[config.mk]
export PLATFORM = sky130hd
export DESIGN_NAME = switch_misc_strap_gpio
export DESIGN_NICKNAME = d
export VERILOG_FILES = /design/src/misc_strap_pkg.sv /design/src/gp_pin_cell.sv /design/src/ee_serial.sv /design/src/misc_strap_gpio.sv
export VERILOG_INCLUDE_DIRS = /design/src
export SDC_FILE = /design/constraint.sdc
export NUM_CORES = 1
export LEC_CHECK = 0
export ABC_CLOCK_PERIOD_IN_PS = 6000
export BUFFER_PORTS_ARGS = -buffer_cell sky130_fd_sc_hd__buf_2
export CORE_MARGIN = 2
export CORE_UTILIZATION = 56
export DETAILED_ROUTE_END_ITERATION = 6
export GPL_TIMING_DRIVEN = 0
export HOLD_SLACK_MARGIN = 0.12
export PLACE_DENSITY = 0.86
export SLEW_MARGIN = 20
export SYNTH_ARGS = -nofsm -noshare
export SYNTH_HDL_FRONTEND = slang
export SYNTH_HIERARCHICAL = 1
export SYNTH_SLANG_ARGS = --single-unit
[constraint.sdc]
create_clock -name CLK_SYS_I -period 6 [get_ports CLK_SYS_I]
set_input_delay 0 -clock CLK_SYS_I [delete_from_list [all_inputs] [get_ports CLK_SYS_I]]
set_output_delay 0 -clock CLK_SYS_I [all_outputs]
set_load 0.01 [all_outputs]
[src/misc_strap_consts.svh]
// Constants for the miscellaneous pin and strap block
`ifndef MISC_STRAP_CONSTS_SVH
`define MISC_STRAP_CONSTS_SVH

// ==========================================
// Register offsets (word index, byte address = 4 x index)
`define REG_GP_DIR 4'h0
`define REG_GP_OUT 4'h1
`define REG_GP_IN 4'h2
`define REG_STATUS 4'h3
`define REG_EE_CTRL 4'h4
`define REG_PORT_STAT 4'h5

// ==========================================
// Field positions and reset values
`define GP_WIDTH 8
`define SMB_ADDR_LSB 5
`define DBG_SEL_LSB 0
`define DBG_SEL_W 5
`define NUM_PORTS 3
`define GP_DIR_RST 8'h00
`define GP_OUT_RST 8'h00
`define ST_PWR_SAVE 0
`define ST_DEBUG 1
`define ST_SCAN 2
`define ST_PSTAT_EN 3
`define EE_GO 0
`define EE_WR 1

// ==========================================
// Timing
`define CLK_PERIOD_NS 10
`define EE_CLK_NS 1000
`define EE_HALF_CYC ((`EE_CLK_NS / 2) / `CLK_PERIOD_NS)
`define EE_BITS 8

`endif

[src/misc_strap_pkg.sv]
// Types for the miscellaneous pin and strap block
package misc_strap_pkg;
    typedef enum logic [1:0] {
        EE_IDLE = 2'b00,
        EE_LOW = 2'b01,
        EE_HIGH = 2'b11,
        EE_DONE = 2'b10
    } ee_state_e;
endpackage

[src/gp_pin_cell.sv]
// One general purpose pin cell with direction and output latch
`timescale 1ns/1ps
module gp_pin_cell (
    input wire logic clk_i,
    input wire logic nrst_i,
    input wire logic dir_wr_i,
    input wire logic dir_d_i,
    input wire logic out_wr_i,
    input wire logic out_d_i,
    input wire logic pin_i,
    output logic pin_o,
    output logic pin_oe_o,
    output logic in_o
);
    typedef struct packed {
        logic dir;
        logic dout;
        logic din;
    } cell_s;

    cell_s r;
    cell_s next_r;

    // Next state of the cell
    always_comb begin
        next_r = r;
        if (dir_wr_i) begin
            next_r.dir = dir_d_i;
        end
        if (out_wr_i) begin
            next_r.dout = out_d_i;
        end
        next_r.din = pin_i;
    end

    // Registers, input-only after reset
    always_ff @(posedge clk_i) begin
        if (!nrst_i) begin
            r <= '0;
        end else begin
            r <= next_r;
        end
    end

    assign pin_o = r.dout;
    assign pin_oe_o = r.dir;
    assign in_o = r.din;
endmodule

[src/ee_serial.sv]
// Serial engine for the external EEPROM clock and data pins
`timescale 1ns/1ps
`include "misc_strap_consts.svh"
module ee_serial
    import misc_strap_pkg::*;
#(
    parameter int HALF_CYC = `EE_HALF_CYC,
    parameter int BITS = `EE_BITS
) (
    input wire logic clk_i,
    input wire logic nrst_i,
    input wire logic start_i,
    input wire logic write_i,
    input wire logic [BITS-1:0] wdata_i,
    input wire logic data_i,
    output logic clk_o,
    output logic data_o,
    output logic data_oe_o,
    output logic busy_o,
    output logic [BITS-1:0] rdata_o
);
    typedef struct packed {
        ee_state_e st;
        logic [15:0] div;
        logic [4:0] bitn;
        logic wr;
        logic [BITS-1:0] sh;
        logic sck;
    } ee_s;

    ee_s r;
    ee_s next_r;
    logic tick;

    // Divider pulse for half bit periods
    assign tick = (r.div == 16'(HALF_CYC - 1));

    // Shift sequencer
    always_comb begin
        next_r = r;
        next_r.div = (r.st == EE_IDLE || tick) ? 16'h0000 : r.div + 16'h0001;
        case (r.st)
            EE_IDLE: begin
                next_r.sck = 1'b0;
                if (start_i) begin
                    next_r.st = EE_LOW;
                    next_r.wr = write_i;
                    next_r.sh = wdata_i;
                    next_r.bitn = 5'h00;
                end
            end
            EE_LOW: begin
                if (tick) begin
                    next_r.sck = 1'b1;
                    next_r.st = EE_HIGH;
                    if (!r.wr) begin
                        next_r.sh = {r.sh[BITS-2:0], data_i};
                    end
                end
            end
            EE_HIGH: begin
                if (tick) begin
                    next_r.sck = 1'b0;
                    if (r.wr) begin
                        next_r.sh = {r.sh[BITS-2:0], 1'b1};
                    end
                    if (r.bitn == 5'(BITS - 1)) begin
                        next_r.st = EE_DONE;
                    end else begin
                        next_r.bitn = r.bitn + 5'h01;
                        next_r.st = EE_LOW;
                    end
                end
            end
            EE_DONE: begin
                next_r.st = EE_IDLE;
            end
            default: begin
                next_r.st = EE_IDLE;
            end
        endcase
    end

    always_ff @(posedge clk_i) begin
        if (!nrst_i) begin
            r <= '0;
        end else begin
            r <= next_r;
        end
    end

    assign clk_o = r.sck;
    assign data_o = (r.st != EE_IDLE && r.wr) ? r.sh[BITS-1] : 1'b1;
    assign data_oe_o = (r.st == EE_IDLE) || r.wr;
    assign busy_o = (r.st != EE_IDLE);
    assign rdata_o = r.sh;
endmodule

[src/misc_strap_gpio.sv]
// Miscellaneous pins: general purpose pins, straps, test pins and EEPROM port
`timescale 1ns/1ps
`include "misc_strap_consts.svh"

module switch_misc_strap_gpio
    import misc_strap_pkg::*;
#(
    parameter int GP_W = `GP_WIDTH,
    parameter int PORTS = `NUM_PORTS,
    parameter int EE_HALF = `EE_HALF_CYC
) (
    input wire logic CLK_SYS_I,
    input wire logic NRST_I,
    input wire logic [3:0] ADDR_I,
    input wire logic [31:0] WDATA_I,
    input wire logic WR_I,
    input wire logic RD_I,
    output logic [31:0] RDATA_O,
    input wire logic [GP_W-1:0] GP_PIN_I,
    output logic [GP_W-1:0] GP_PIN_O,
    output logic [GP_W-1:0] GP_PIN_OE_O,
    input wire logic SMB_IN_USE_I,
    output logic [2:0] SMB_ADDR_LOW_O,
    output logic [4:0] DEBUG_MODE_SEL_O,
    output logic DEBUG_MODE_O,
    input wire logic POWER_SAVING_STRAP_I,
    output logic POWER_SAVE_EN_O,
    input wire logic MFG_TEST_I,
    input wire logic SCAN_EN_I,
    output logic SCAN_EN_O,
    output logic SCAN_EN_OE_O,
    output logic SCAN_EN_IN_O,
    output logic EEPROM_CLOCK_OUT_O,
    input wire logic EEPROM_SERIAL_DATA_I,
    output logic EEPROM_SERIAL_DATA_O,
    output logic EEPROM_SERIAL_DATA_OE_O,
    input wire logic DEBUG_MODE_ENABLE_PIN_I,
    input wire logic PORT_STATUS_OUTPUT_ENABLE_PIN_I,
    input wire logic [PORTS-1:0] PORT_STATE_I,
    output logic [PORTS-1:0] PORT_STATUS_O,
    output logic [PORTS-1:0] PORT_STATUS_OE_O
);
    typedef struct packed {
        logic strap_done;
        logic pwr_save;
        logic debug;
        logic [2:0] smb_addr;
        logic [4:0] dbg_sel;
        logic [PORTS-1:0] pstat;
        logic pstat_en;
        logic [31:0] rdata;
    } top_s;

    top_s r;
    top_s next_r;
    logic [GP_W-1:0] gp_in;
    logic [GP_W-1:0] gp_dir;
    logic [GP_W-1:0] gp_out;
    logic dir_wr;
    logic out_wr;
    logic ee_busy;
    logic ee_start;
    logic [7:0] ee_rdata;
    logic [31:0] rd_mux;

    // ==========================================
    // Register write decode
    assign dir_wr = WR_I && (ADDR_I == `REG_GP_DIR);
    assign out_wr = WR_I && (ADDR_I == `REG_GP_OUT);
    assign ee_start = WR_I && (ADDR_I == `REG_EE_CTRL) && WDATA_I[`EE_GO] && !ee_busy;

    // ==========================================
    // General purpose pins
    genvar g;
    generate
        for (g = 0; g < GP_W; g++) begin : gp_cells
            gp_pin_cell u_cell (
                .clk_i(CLK_SYS_I),
                .nrst_i(NRST_I),
                .dir_wr_i(dir_wr),
                .dir_d_i(WDATA_I[g]),
                .out_wr_i(out_wr),
                .out_d_i(WDATA_I[g]),
                .pin_i(GP_PIN_I[g]),
                .pin_o(gp_out[g]),
                .pin_oe_o(gp_dir[g]),
                .in_o(gp_in[g])
            );
        end
    endgenerate

    assign GP_PIN_O = gp_out;
    assign GP_PIN_OE_O = gp_dir;

    // ==========================================
    // EEPROM serial port
    ee_serial #(
        .HALF_CYC(EE_HALF),
        .BITS(`EE_BITS)
    ) u_ee (
        .clk_i(CLK_SYS_I),
        .nrst_i(NRST_I),
        .start_i(ee_start),
        .write_i(WDATA_I[`EE_WR]),
        .wdata_i(WDATA_I[15:8]),
        .data_i(EEPROM_SERIAL_DATA_I),
        .clk_o(EEPROM_CLOCK_OUT_O),
        .data_o(EEPROM_SERIAL_DATA_O),
        .data_oe_o(EEPROM_SERIAL_DATA_OE_O),
        .busy_o(ee_busy),
        .rdata_o(ee_rdata)
    );

    // ==========================================
    // Read mux
    always_comb begin
        rd_mux = 32'h0000_0000;
        case (ADDR_I)
            `REG_GP_DIR: rd_mux[GP_W-1:0] = gp_dir;
            `REG_GP_OUT: rd_mux[GP_W-1:0] = gp_out;
            `REG_GP_IN: rd_mux[GP_W-1:0] = gp_in;
            `REG_STATUS: begin
                rd_mux[`ST_PWR_SAVE] = r.pwr_save;
                rd_mux[`ST_DEBUG] = r.debug;
                rd_mux[`ST_SCAN] = MFG_TEST_I;
                rd_mux[`ST_PSTAT_EN] = r.pstat_en;
            end
            `REG_EE_CTRL: rd_mux[15:0] = {ee_rdata, 7'h00, ee_busy};
            `REG_PORT_STAT: rd_mux[PORTS-1:0] = r.pstat;
            default: rd_mux = 32'h0000_0000;
        endcase
    end

    // ==========================================
    // Strap capture, mode decode and status
    always_comb begin
        next_r = r;
        next_r.rdata = RD_I ? rd_mux : 32'h0000_0000;
        if (!r.strap_done) begin
            next_r.pwr_save = POWER_SAVING_STRAP_I;
            next_r.strap_done = 1'b1;
        end
        next_r.debug = !DEBUG_MODE_ENABLE_PIN_I;
        next_r.smb_addr = SMB_IN_USE_I ? gp_in[`SMB_ADDR_LSB +: 3] : 3'h0;
        next_r.dbg_sel = next_r.debug ? gp_in[`DBG_SEL_LSB +: `DBG_SEL_W] : 5'h00;
        next_r.pstat_en = next_r.debug && PORT_STATUS_OUTPUT_ENABLE_PIN_I;
        next_r.pstat = PORT_STATE_I;
    end

    // Synchronous reset keeps straps to a clocked capture
    always_ff @(posedge CLK_SYS_I) begin
        if (!NRST_I) begin
            r <= '0;
        end else begin
            r <= next_r;
        end
    end

    // ==========================================
    // Outputs
    assign RDATA_O = r.rdata;
    assign SMB_ADDR_LOW_O = r.smb_addr;
    assign DEBUG_MODE_SEL_O = r.dbg_sel;
    assign DEBUG_MODE_O = r.debug;
    assign POWER_SAVE_EN_O = r.pwr_save;
    assign PORT_STATUS_O = r.pstat;
    assign PORT_STATUS_OE_O = {PORTS{r.pstat_en}};
    assign SCAN_EN_O = 1'b0;
    assign SCAN_EN_OE_O = !MFG_TEST_I;
    assign SCAN_EN_IN_O = MFG_TEST_I ? SCAN_EN_I : 1'b0;
endmodule

==> run metrics, run 1 <==
Die Y 91.0 um; commonest non-fill, non-tap cell in the layout buf_2; DP Worst Slack 3.23 ns; sequential area share after synthesis 0.416; Yosys top cell area share 0.416; I/O pins 128; nets@finish 669; Initial Util 0.581; Synth Area in Simple Gates 0.235; Fmax 0.347 GHz; Worst slew margin 0.411; Iter 0 DRT Violations 151; routability-driven placement congestion ratio 0.825; Detailed Route WL 9.92 mm; Post-Place Cells 653; number of global-route vias before repair 3435; Top FF cell, synth dfxtp_1; largest net degree at the start of global routing 36; post-synthesis mux area share 0.0950; share of layout cells above drive strength 1 0.314; Num CTS Buffers 9; Worst-Skew Late Latency 0.36 ns; crit start category flop; Netlist cell types 57; CTS H-tree lvls 3; Synth Area in Adders 0.0207; port buffer count 92; Synth Register Bits 88; first-pass GRT wire length 16.1 mm; Pleak 2.43 nW; Max Clock Skew 0.00750 ns; Total GRT Usage 0.239; Synth warnings 6; DRC 0; largest family of logic cells by synthesized area simple AND/OR/NAND/NOR gates; clock root cell clkbuf_8; CTS max path bufs 2; Detail Route Antenna Nets 0; Worst Path Max Fanout 10; final setup vio count 0; asr flop ratio synth 0; area of the core 0.00729 sq mm; most frequent cells in the layout 93 x buf_2, 88 x dfxtp_1, 57 x buf_4, 39 x dlygate4sd3_1, 38 x mux2i_1; initial antenna violation count 0; xor/xnor share of the synthesized area 0.0269; Final min period 2.88 ns; die area 0.00828 sq mm; Required @ worst endpoint 6.28 ns; # rows 31; pwr/cell area 231 mW/mm^2; Compound-Gate Fraction of Synth Area 0.0806; Max-Cap Viols 0; Synth area leader dfxtp_1; final setup slack of the worst path 3.12 ns; Via-to-Cell Ratio 4.99; Area growth syn-to-layout 29.2%; Hold Violations, Final 0; RSZ-0062 raised after global routing false; worst slew pin tran 0.880 ns; Die W 91.0 um; Core Util, Final 0.751; Area contributors post-synth dfxtp_1 42%, buf_4 10%, mux2i_1 9.0%, and2_1 3.8%, nor2b_1 3.0%; PostCTS Resize Cnt 0; final cycle utilization of the critical path 0.480; drt first pass iters 4; Via Count 3533; post-DP HPWL 6.56 mm; final max-slew violation count 0; Post-synth EDFFs 0; path category of the worst min-delay check input port to flop; CP Capture Type flop; Fillers 467; outcome finished clean; CTS tree yes; area of the mapped netlist 0.00424 sq mm; TNS Setup 0 ns; Remaining Overflow, GRT 0; Post-Synthesis Cells 446; kind of critical path flop to flop; fin cells 708; mean post-synth cell area 9.50 sq um; Peak VDD IR 0.000127 V; WL per Instance 14.0 um; CP arrival 3.16 ns; # clock sinks 88; antenna cells 0; Reg clk slew, reported paths 0.09 ns
-- path summary, 6_finish.rpt --
path / from / endpoint / slack (ns) / cells past startpoint
setup reg to reg: u_ee/r[31]$_SDFFE_PN0P_ / u_ee/rdata_o[4]$_SDFFE_PN0P_ / 3.12 / 9
setup / recovery: u_ee/r[31]$_SDFFE_PN0P_ / u_ee/rdata_o[4]$_SDFFE_PN0P_ / 3.12 / 9
hold / removal: ADDR_I[0] / RDATA_O[3]$_SDFF_PN0_ / 0.15 / 3
hold reg to reg: u_ee/clk_o$_SDFFE_PN0P_ / u_ee/clk_o$_SDFFE_PN0P_ / 0.46 / 2
-- repair_timing --
item,4_1_cts,5_1_grt
hold buffers,39,0
endpoints found under the hold margin,63,0
setup buffers,0,0
endpoints found under the setup margin,0,0
-- area by class of cell --
class,instances,area (sq um),share of cell area
multi-input cells,294,2010,0.366
flip-flops and latches,88,1760,0.322
repair buffers,131,851,0.155
plain buffers,67,482,0.0880
clock buffers,9,124,0.0226
well taps,99,124,0.0226
clock inverters,7,78.8,0.0144
inverters,13,48.8,0.00891
-- metal layers --
layer,wire (um),part of all wire,up-vias,GRT usage
met2,5030,0.51,120,0.429
met1,4110,0.41,1635,0.276
met5,0,0,-,0
li1,-,-,1756,-
met3,574,0.058,22,0.0539
met4,209,0.021,0,0.0909
-- power breakdown --
| part | total (mW) | internal, mW | switching, mW | leakage, nW |
|---|---|---|---|---|
| Sequential | 0.614 | 0.599 | 0.0149 | 0.714 |
| Clock | 0.417 | 0.197 | 0.220 | 0.104 |
| Combinational | 0.232 | 0.105 | 0.127 | 1.62 |
-- cell usage after synthesis, types with 2 or more instances --
master,count
dfxtp_1,88
buf_4,57
mux2i_1,38
nand2_1,33
nor2_1,30
and2_1,26
nor2b_1,20
and3_1,12
inv_1,12
xnor2_1,12
a21oi_1,9
o21ai_0,8
clkbuf_1,7
ha_1,7
nand3_1,7
nor3_1,7
o211ai_1,7
nor4_1,6
nand3b_1,5
or2_2,4
a21boi_0,3
a21oi_2,3
nand4_1,3
o21a_1,3
a211oi_1,2
a31o_2,2
a31oi_1,2
buf_6,2
nand2b_1,2
nor4_4,2
-- state kept, by name, summed over array words and instances, names as in the netlist --
signal and flops:
u_ee/r 24, PORT_STATUS_OE_O 1, DEBUG_MODE_O 1, u_ee/clk_o 1, r 1, u_ee/rdata_o 8
RDATA_O 16, gp_cells.u_cell/pin_o 8, PORT_STATUS_O 3, gp_cells.u_cell/in_o 8, SMB_ADDR_LOW_O 3, DEBUG_MODE_SEL_O 5
POWER_SAVE_EN_O 1, gp_cells.u_cell/pin_oe_o 8
-- cells by family (layout without fill, tap and decap cells) --
group / Yosys count / after routing
mux: 39 / 39
flops: 88 / 88
xor+xnor: 13 / 13
buf+inv: 80 / 227
fa+ha+maj: 7 / 7
simple gates: 170 / 170
compound gates: 48 / 48
other cells: 1 / 17
-- metrics by stage --
stage               cell area (sq um)  power (mW)  hold WS [ns]
finish                           5480        1.26         0.151
global route                     5480        1.31         0.172
CTS                              5480        1.26         0.124
detailed placement               4880       0.830         0.211
global placement                 4880       0.824         0.206
floorplan                        4300       0.772        0.0277
-- worst max-delay path, stage by stage (launching register included) --
cell and delay (ns):
dfxtp_1 0.41, inv_1 0.14, ha_1 0.24, inv_1 0.13
nor4b_1 0.24, and3_1 0.23, clkbuf_1 0.37, nor2b_1 0.22
a211oi_4 0.54, mux2i_1 0.28
Note: power is estimated with default switching activity, not from simulation.
==> inputs of run 2 (changes only) <==
--- a/config.mk
+++ b/config.mk
@@ -6,14 +6,15 @@
 export SDC_FILE = /design/constraint.sdc
 export NUM_CORES = 1
 export LEC_CHECK = 0
-export ABC_CLOCK_PERIOD_IN_PS = 6000
+export ABC_AREA = 1
+export ABC_CLOCK_PERIOD_IN_PS = 3000
 export BUFFER_PORTS_ARGS = -buffer_cell sky130_fd_sc_hd__buf_2
 export CORE_MARGIN = 2
-export CORE_UTILIZATION = 56
+export CORE_UTILIZATION = 52
 export DETAILED_ROUTE_END_ITERATION = 6
 export GPL_TIMING_DRIVEN = 0
 export HOLD_SLACK_MARGIN = 0.12
-export PLACE_DENSITY = 0.86
+export PLACE_DENSITY = 0.8
 export SLEW_MARGIN = 20
 export SYNTH_ARGS = -nofsm -noshare
 export SYNTH_HDL_FRONTEND = slang
==> constraint.sdc (replaced) <==
create_clock -name CLK_SYS_I -period 3 [get_ports CLK_SYS_I]
set_input_delay 0 -clock CLK_SYS_I [delete_from_list [all_inputs] [get_ports CLK_SYS_I]]
set_output_delay 0 -clock CLK_SYS_I [all_outputs]
set_load 0.01 [all_outputs]
==> run 2 against run 1 <==
Compared with the run above:
- sequential share of layout area decreased by 1.1 points
- final cell count increased by 26%
- largest cell class unchanged
- utilization decreased by 6.4 points
- critical path type unchanged
- clock power increased by 100%
- global-route usage decreased by 0.20 points
- register-to-register slack got worse by 2.5 ns
==> run metrics, run 2 <==
DRC 0 (unchanged); PostCTS Resize Cnt 0 (unchanged); Worst Path Max Fanout 10 (unchanged); first-pass GRT wire length 18.4 mm (was 16.1 mm); drt first pass iters 5 (was 4); # rows 33 (was 31); Hold Violations, Final 0 (unchanged); Detail Route Antenna Nets 0 (unchanged); Post-synth top cells 133 x nand2_1, 92 x inv_1, 88 x dfxtp_1 (was 88 x dfxtp_1, 57 x buf_4, 38 x mux2i_1); routability-driven placement congestion ratio 0.918 (was 0.825); Area contributors post-synth dfxtp_1 39%, nand2_1 11%, buf_4 9.2%, inv_1 7.7%, nor2_1 7.3% (was dfxtp_1 42%, buf_4 10%, mux2i_1 9.0%, and2_1 3.8%, nor2b_1 3.0%); total power 3.23 mW (was 1.26 mW); fin cells 894 (was 708); clock root cell clkbuf_8 (unchanged); Initial Util 0.541 (was 0.581); Pleak 2.86 nW (was 2.43 nW); kind of critical path flop to flop (unchanged); Fmax 0.418 GHz (was 0.347 GHz); most frequent cells in the layout 133 x nand2_1, 102 x buf_2, 92 x inv_1, 88 x dfxtp_1, 87 x nor2_1 (was 93 x buf_2, 88 x dfxtp_1, 57 x buf_4, 39 x dlygate4sd3_1, 38 x mux2i_1); most frequent cell after synthesis nand2_1 (was dfxtp_1); nets@finish 849 (was 669); CTS tree yes (unchanged); Die W 96.7 um (was 91.0 um); WL per Instance 12.3 um (was 14.0 um); Worst slew margin 0.520 (was 0.411); Synth Register Bits 88 (unchanged); CTS H-tree lvls 3 (unchanged); final cycle utilization of the critical path 0.797 (was 0.480); initial antenna violation count 0 (unchanged); Remaining Overflow, GRT 0 (unchanged); Core Util, Final 0.687 (was 0.751); R2R Path End u_ee/rdata_o[0]$_SDFFE_PN0P_ (was u_ee/rdata_o[4]$_SDFFE_PN0P_); path category of the worst min-delay check input port to flop (unchanged); mean post-synth cell area 7.11 sq um (was 9.50 sq um); DP Worst Slack 0.826 ns (was 3.23 ns); Worst-Skew Late Latency 0.37 ns (was 0.36 ns); Iter 0 DRT Violations 226 (was 151); number of global-route vias before repair 4124 (was 3435); Via-to-Cell Ratio 4.80 (was 4.99); share of layout cells above drive strength 1 0.285 (was 0.314); CTS max path bufs 2 (unchanged); Max Clock Skew 0.00800 ns (was 0.00750 ns); Via Count 4294 (was 3533); Synth area leader dfxtp_1 (unchanged); Worst Hold Depth 7 (was 3); Reg clk slew, reported paths 0.09 ns (about the same); area of the mapped netlist 0.00447 sq mm (was 0.00424 sq mm); crit path capture u_ee/rdata_o[0]$_SDFFE_PN0P_ (was u_ee/rdata_o[4]$_SDFFE_PN0P_); commonest non-fill, non-tap cell in the layout nand2_1 (was buf_2); asr flop ratio synth 0 (unchanged); total setup buffers inserted after CTS 0 (unchanged); port buffer count 94 (was 92); # clock sinks 88 (unchanged); Post-Place Cells 846 (was 653); flop-to-flop setup slack 0.61 ns (was 3.12 ns); RSZ-0062 raised after global routing false (unchanged); outcome finished clean (unchanged); sequential area share after synthesis 0.394 (was 0.416); final setup slack of the worst path 0.609 ns (was 3.12 ns); Total GRT Usage 0.237 (was 0.239); Synth warnings 6 (unchanged); hold buffer count at CTS 32 (was 39); Register-to-Register Path Depth 10 (was 9); die area 0.00935 sq mm (was 0.00828 sq mm); area of the core 0.00826 sq mm (was 0.00729 sq mm); antenna cells 0 (unchanged); pwr/cell area 568 mW/mm^2 (was 231 mW/mm^2); CP arrival 2.69 ns (was 3.16 ns); Top FF cell, synth dfxtp_1 (unchanged); Num CTS Buffers 9 (unchanged); crit start category flop (unchanged); CP Capture Type flop (unchanged); Peak VDD IR 0.000338 V (was 0.000127 V); Max-Cap Viols 0 (unchanged); worst slew pin tran 0.715 ns (was 0.880 ns); Required @ worst endpoint 3.30 ns (was 6.28 ns); Top reg by flops u_ee/r (unchanged); I/O pins 128 (unchanged); Yosys top cell area share 0.394 (was 0.416); final max-slew violation count 0 (unchanged); Area growth syn-to-layout 27.0% (was 29.2%); Netlist cell types 38 (was 57); largest net degree at the start of global routing 38 (was 36); RR Startpoint u_ee/r[31]$_SDFFE_PN0P_ (unchanged); final setup vio count 0 (unchanged); Final min period 2.39 ns (was 2.88 ns); Die Y 96.7 um (was 91.0 um); Post-synth EDFFs 0 (unchanged); post-DP HPWL 7.67 mm (was 6.56 mm); TNS Setup 0 ns (unchanged); Detailed Route WL 11.0 mm (was 9.92 mm); Worst Setup SP u_ee/r[31]$_SDFFE_PN0P_ (unchanged); max reg flops 24 (unchanged); Post-Synthesis Cells 629 (was 446)
[run 2: changes by cell type in the layout (fill, tap and decap cells not counted), sizes merged, moves of 12 or more]
cell,previous run,this run
nand2,34,139
inv,15,100
and3,12,0
nand3,7,51
and2,26,0
nor2,30,108
mux2i,38,0
nor2b,21,0
[run 2: final cells by class]
cell class / instances / area (sq um)
Clock buffer: 9 / 124
Timing Repair Buffer: 128 / 801
Fill cell: 699 / 2580
Buffer: 64 / 469
Inverter: 97 / 364
Clock inverter: 7 / 77.6
Tap cell: 105 / 131
Sequential cell: 88 / 1760
Multi-Input combinational cell: 396 / 1950
[run 2: logic make-up after synthesis]
family                     synth area share
and+or+nand+nor                       0.337
other                              0.000839
buffers and inverters                 0.186
xor gates and xnor gates            0.00588
DFF                                   0.394
AOI/OAI and AO/OA                    0.0563
adders and majority gates            0.0196
[run 2: how the worst min path moves through the flow]
stage | startpoint | slack (ns) | end
floorplan | NRST_I | 0.03 | r[46]$_SDFF_PN0_
global placement | DEBUG_MODE_ENABLE_PIN_I | 0.17 | DEBUG_MODE_O$_SDFF_PN0_
detailed placement | DEBUG_MODE_ENABLE_PIN_I | 0.18 | DEBUG_MODE_O$_SDFF_PN0_
CTS | WDATA_I[11] | 0.12 | u_ee/rdata_o[3]$_SDFFE_PN0P_
global route | WDATA_I[14] | 0.16 | u_ee/rdata_o[6]$_SDFFE_PN0P_
finish | WDATA_I[14] | 0.12 | u_ee/rdata_o[6]$_SDFFE_PN0P_
[run 2: layer usage]
metal / GRT usage / share of wire / vias up / wire, um
li1: - / - / 2173 / -
met1: 0.285 / 0.41 / 1910 / 4530
met2: 0.407 / 0.49 / 176 / 5330
met3: 0.0448 / 0.070 / 35 / 763
met4: 0.114 / 0.032 / 0 / 351
met5: 0 / 0 / - / 0
[run 2: stage by stage]
stage                     cell area (sq um)  hold slack (ns)
after CTS                              5680            0.122
after floorplan                        4530           0.0277
after global routing                   5680            0.162
final                                  5680            0.122
after global placement                 5130            0.173
after detailed placement               5150            0.179
[run 2: worst max-delay path, stage by stage, from the launching register on]
cell           delay (ns)
dfxtp_1              0.40
inv_1                0.13
ha_1                 0.20
inv_2                0.09
nor4_1               0.29
buf_2                0.27
a31oi_1              0.10
dlygate4sd3_1        0.56
nand4_1              0.09
nand2_1              0.06
nor2_1               0.12
[run 2: where the power goes]
group / internal, mW / switching, mW / leakage [nW]
registers: 1.28 / 0.0820 / 0.715
logic: 0.427 / 0.594 / 2.04
clock network: 0.394 / 0.453 / 0.101
total: 2.10 / 1.13 / 2.86
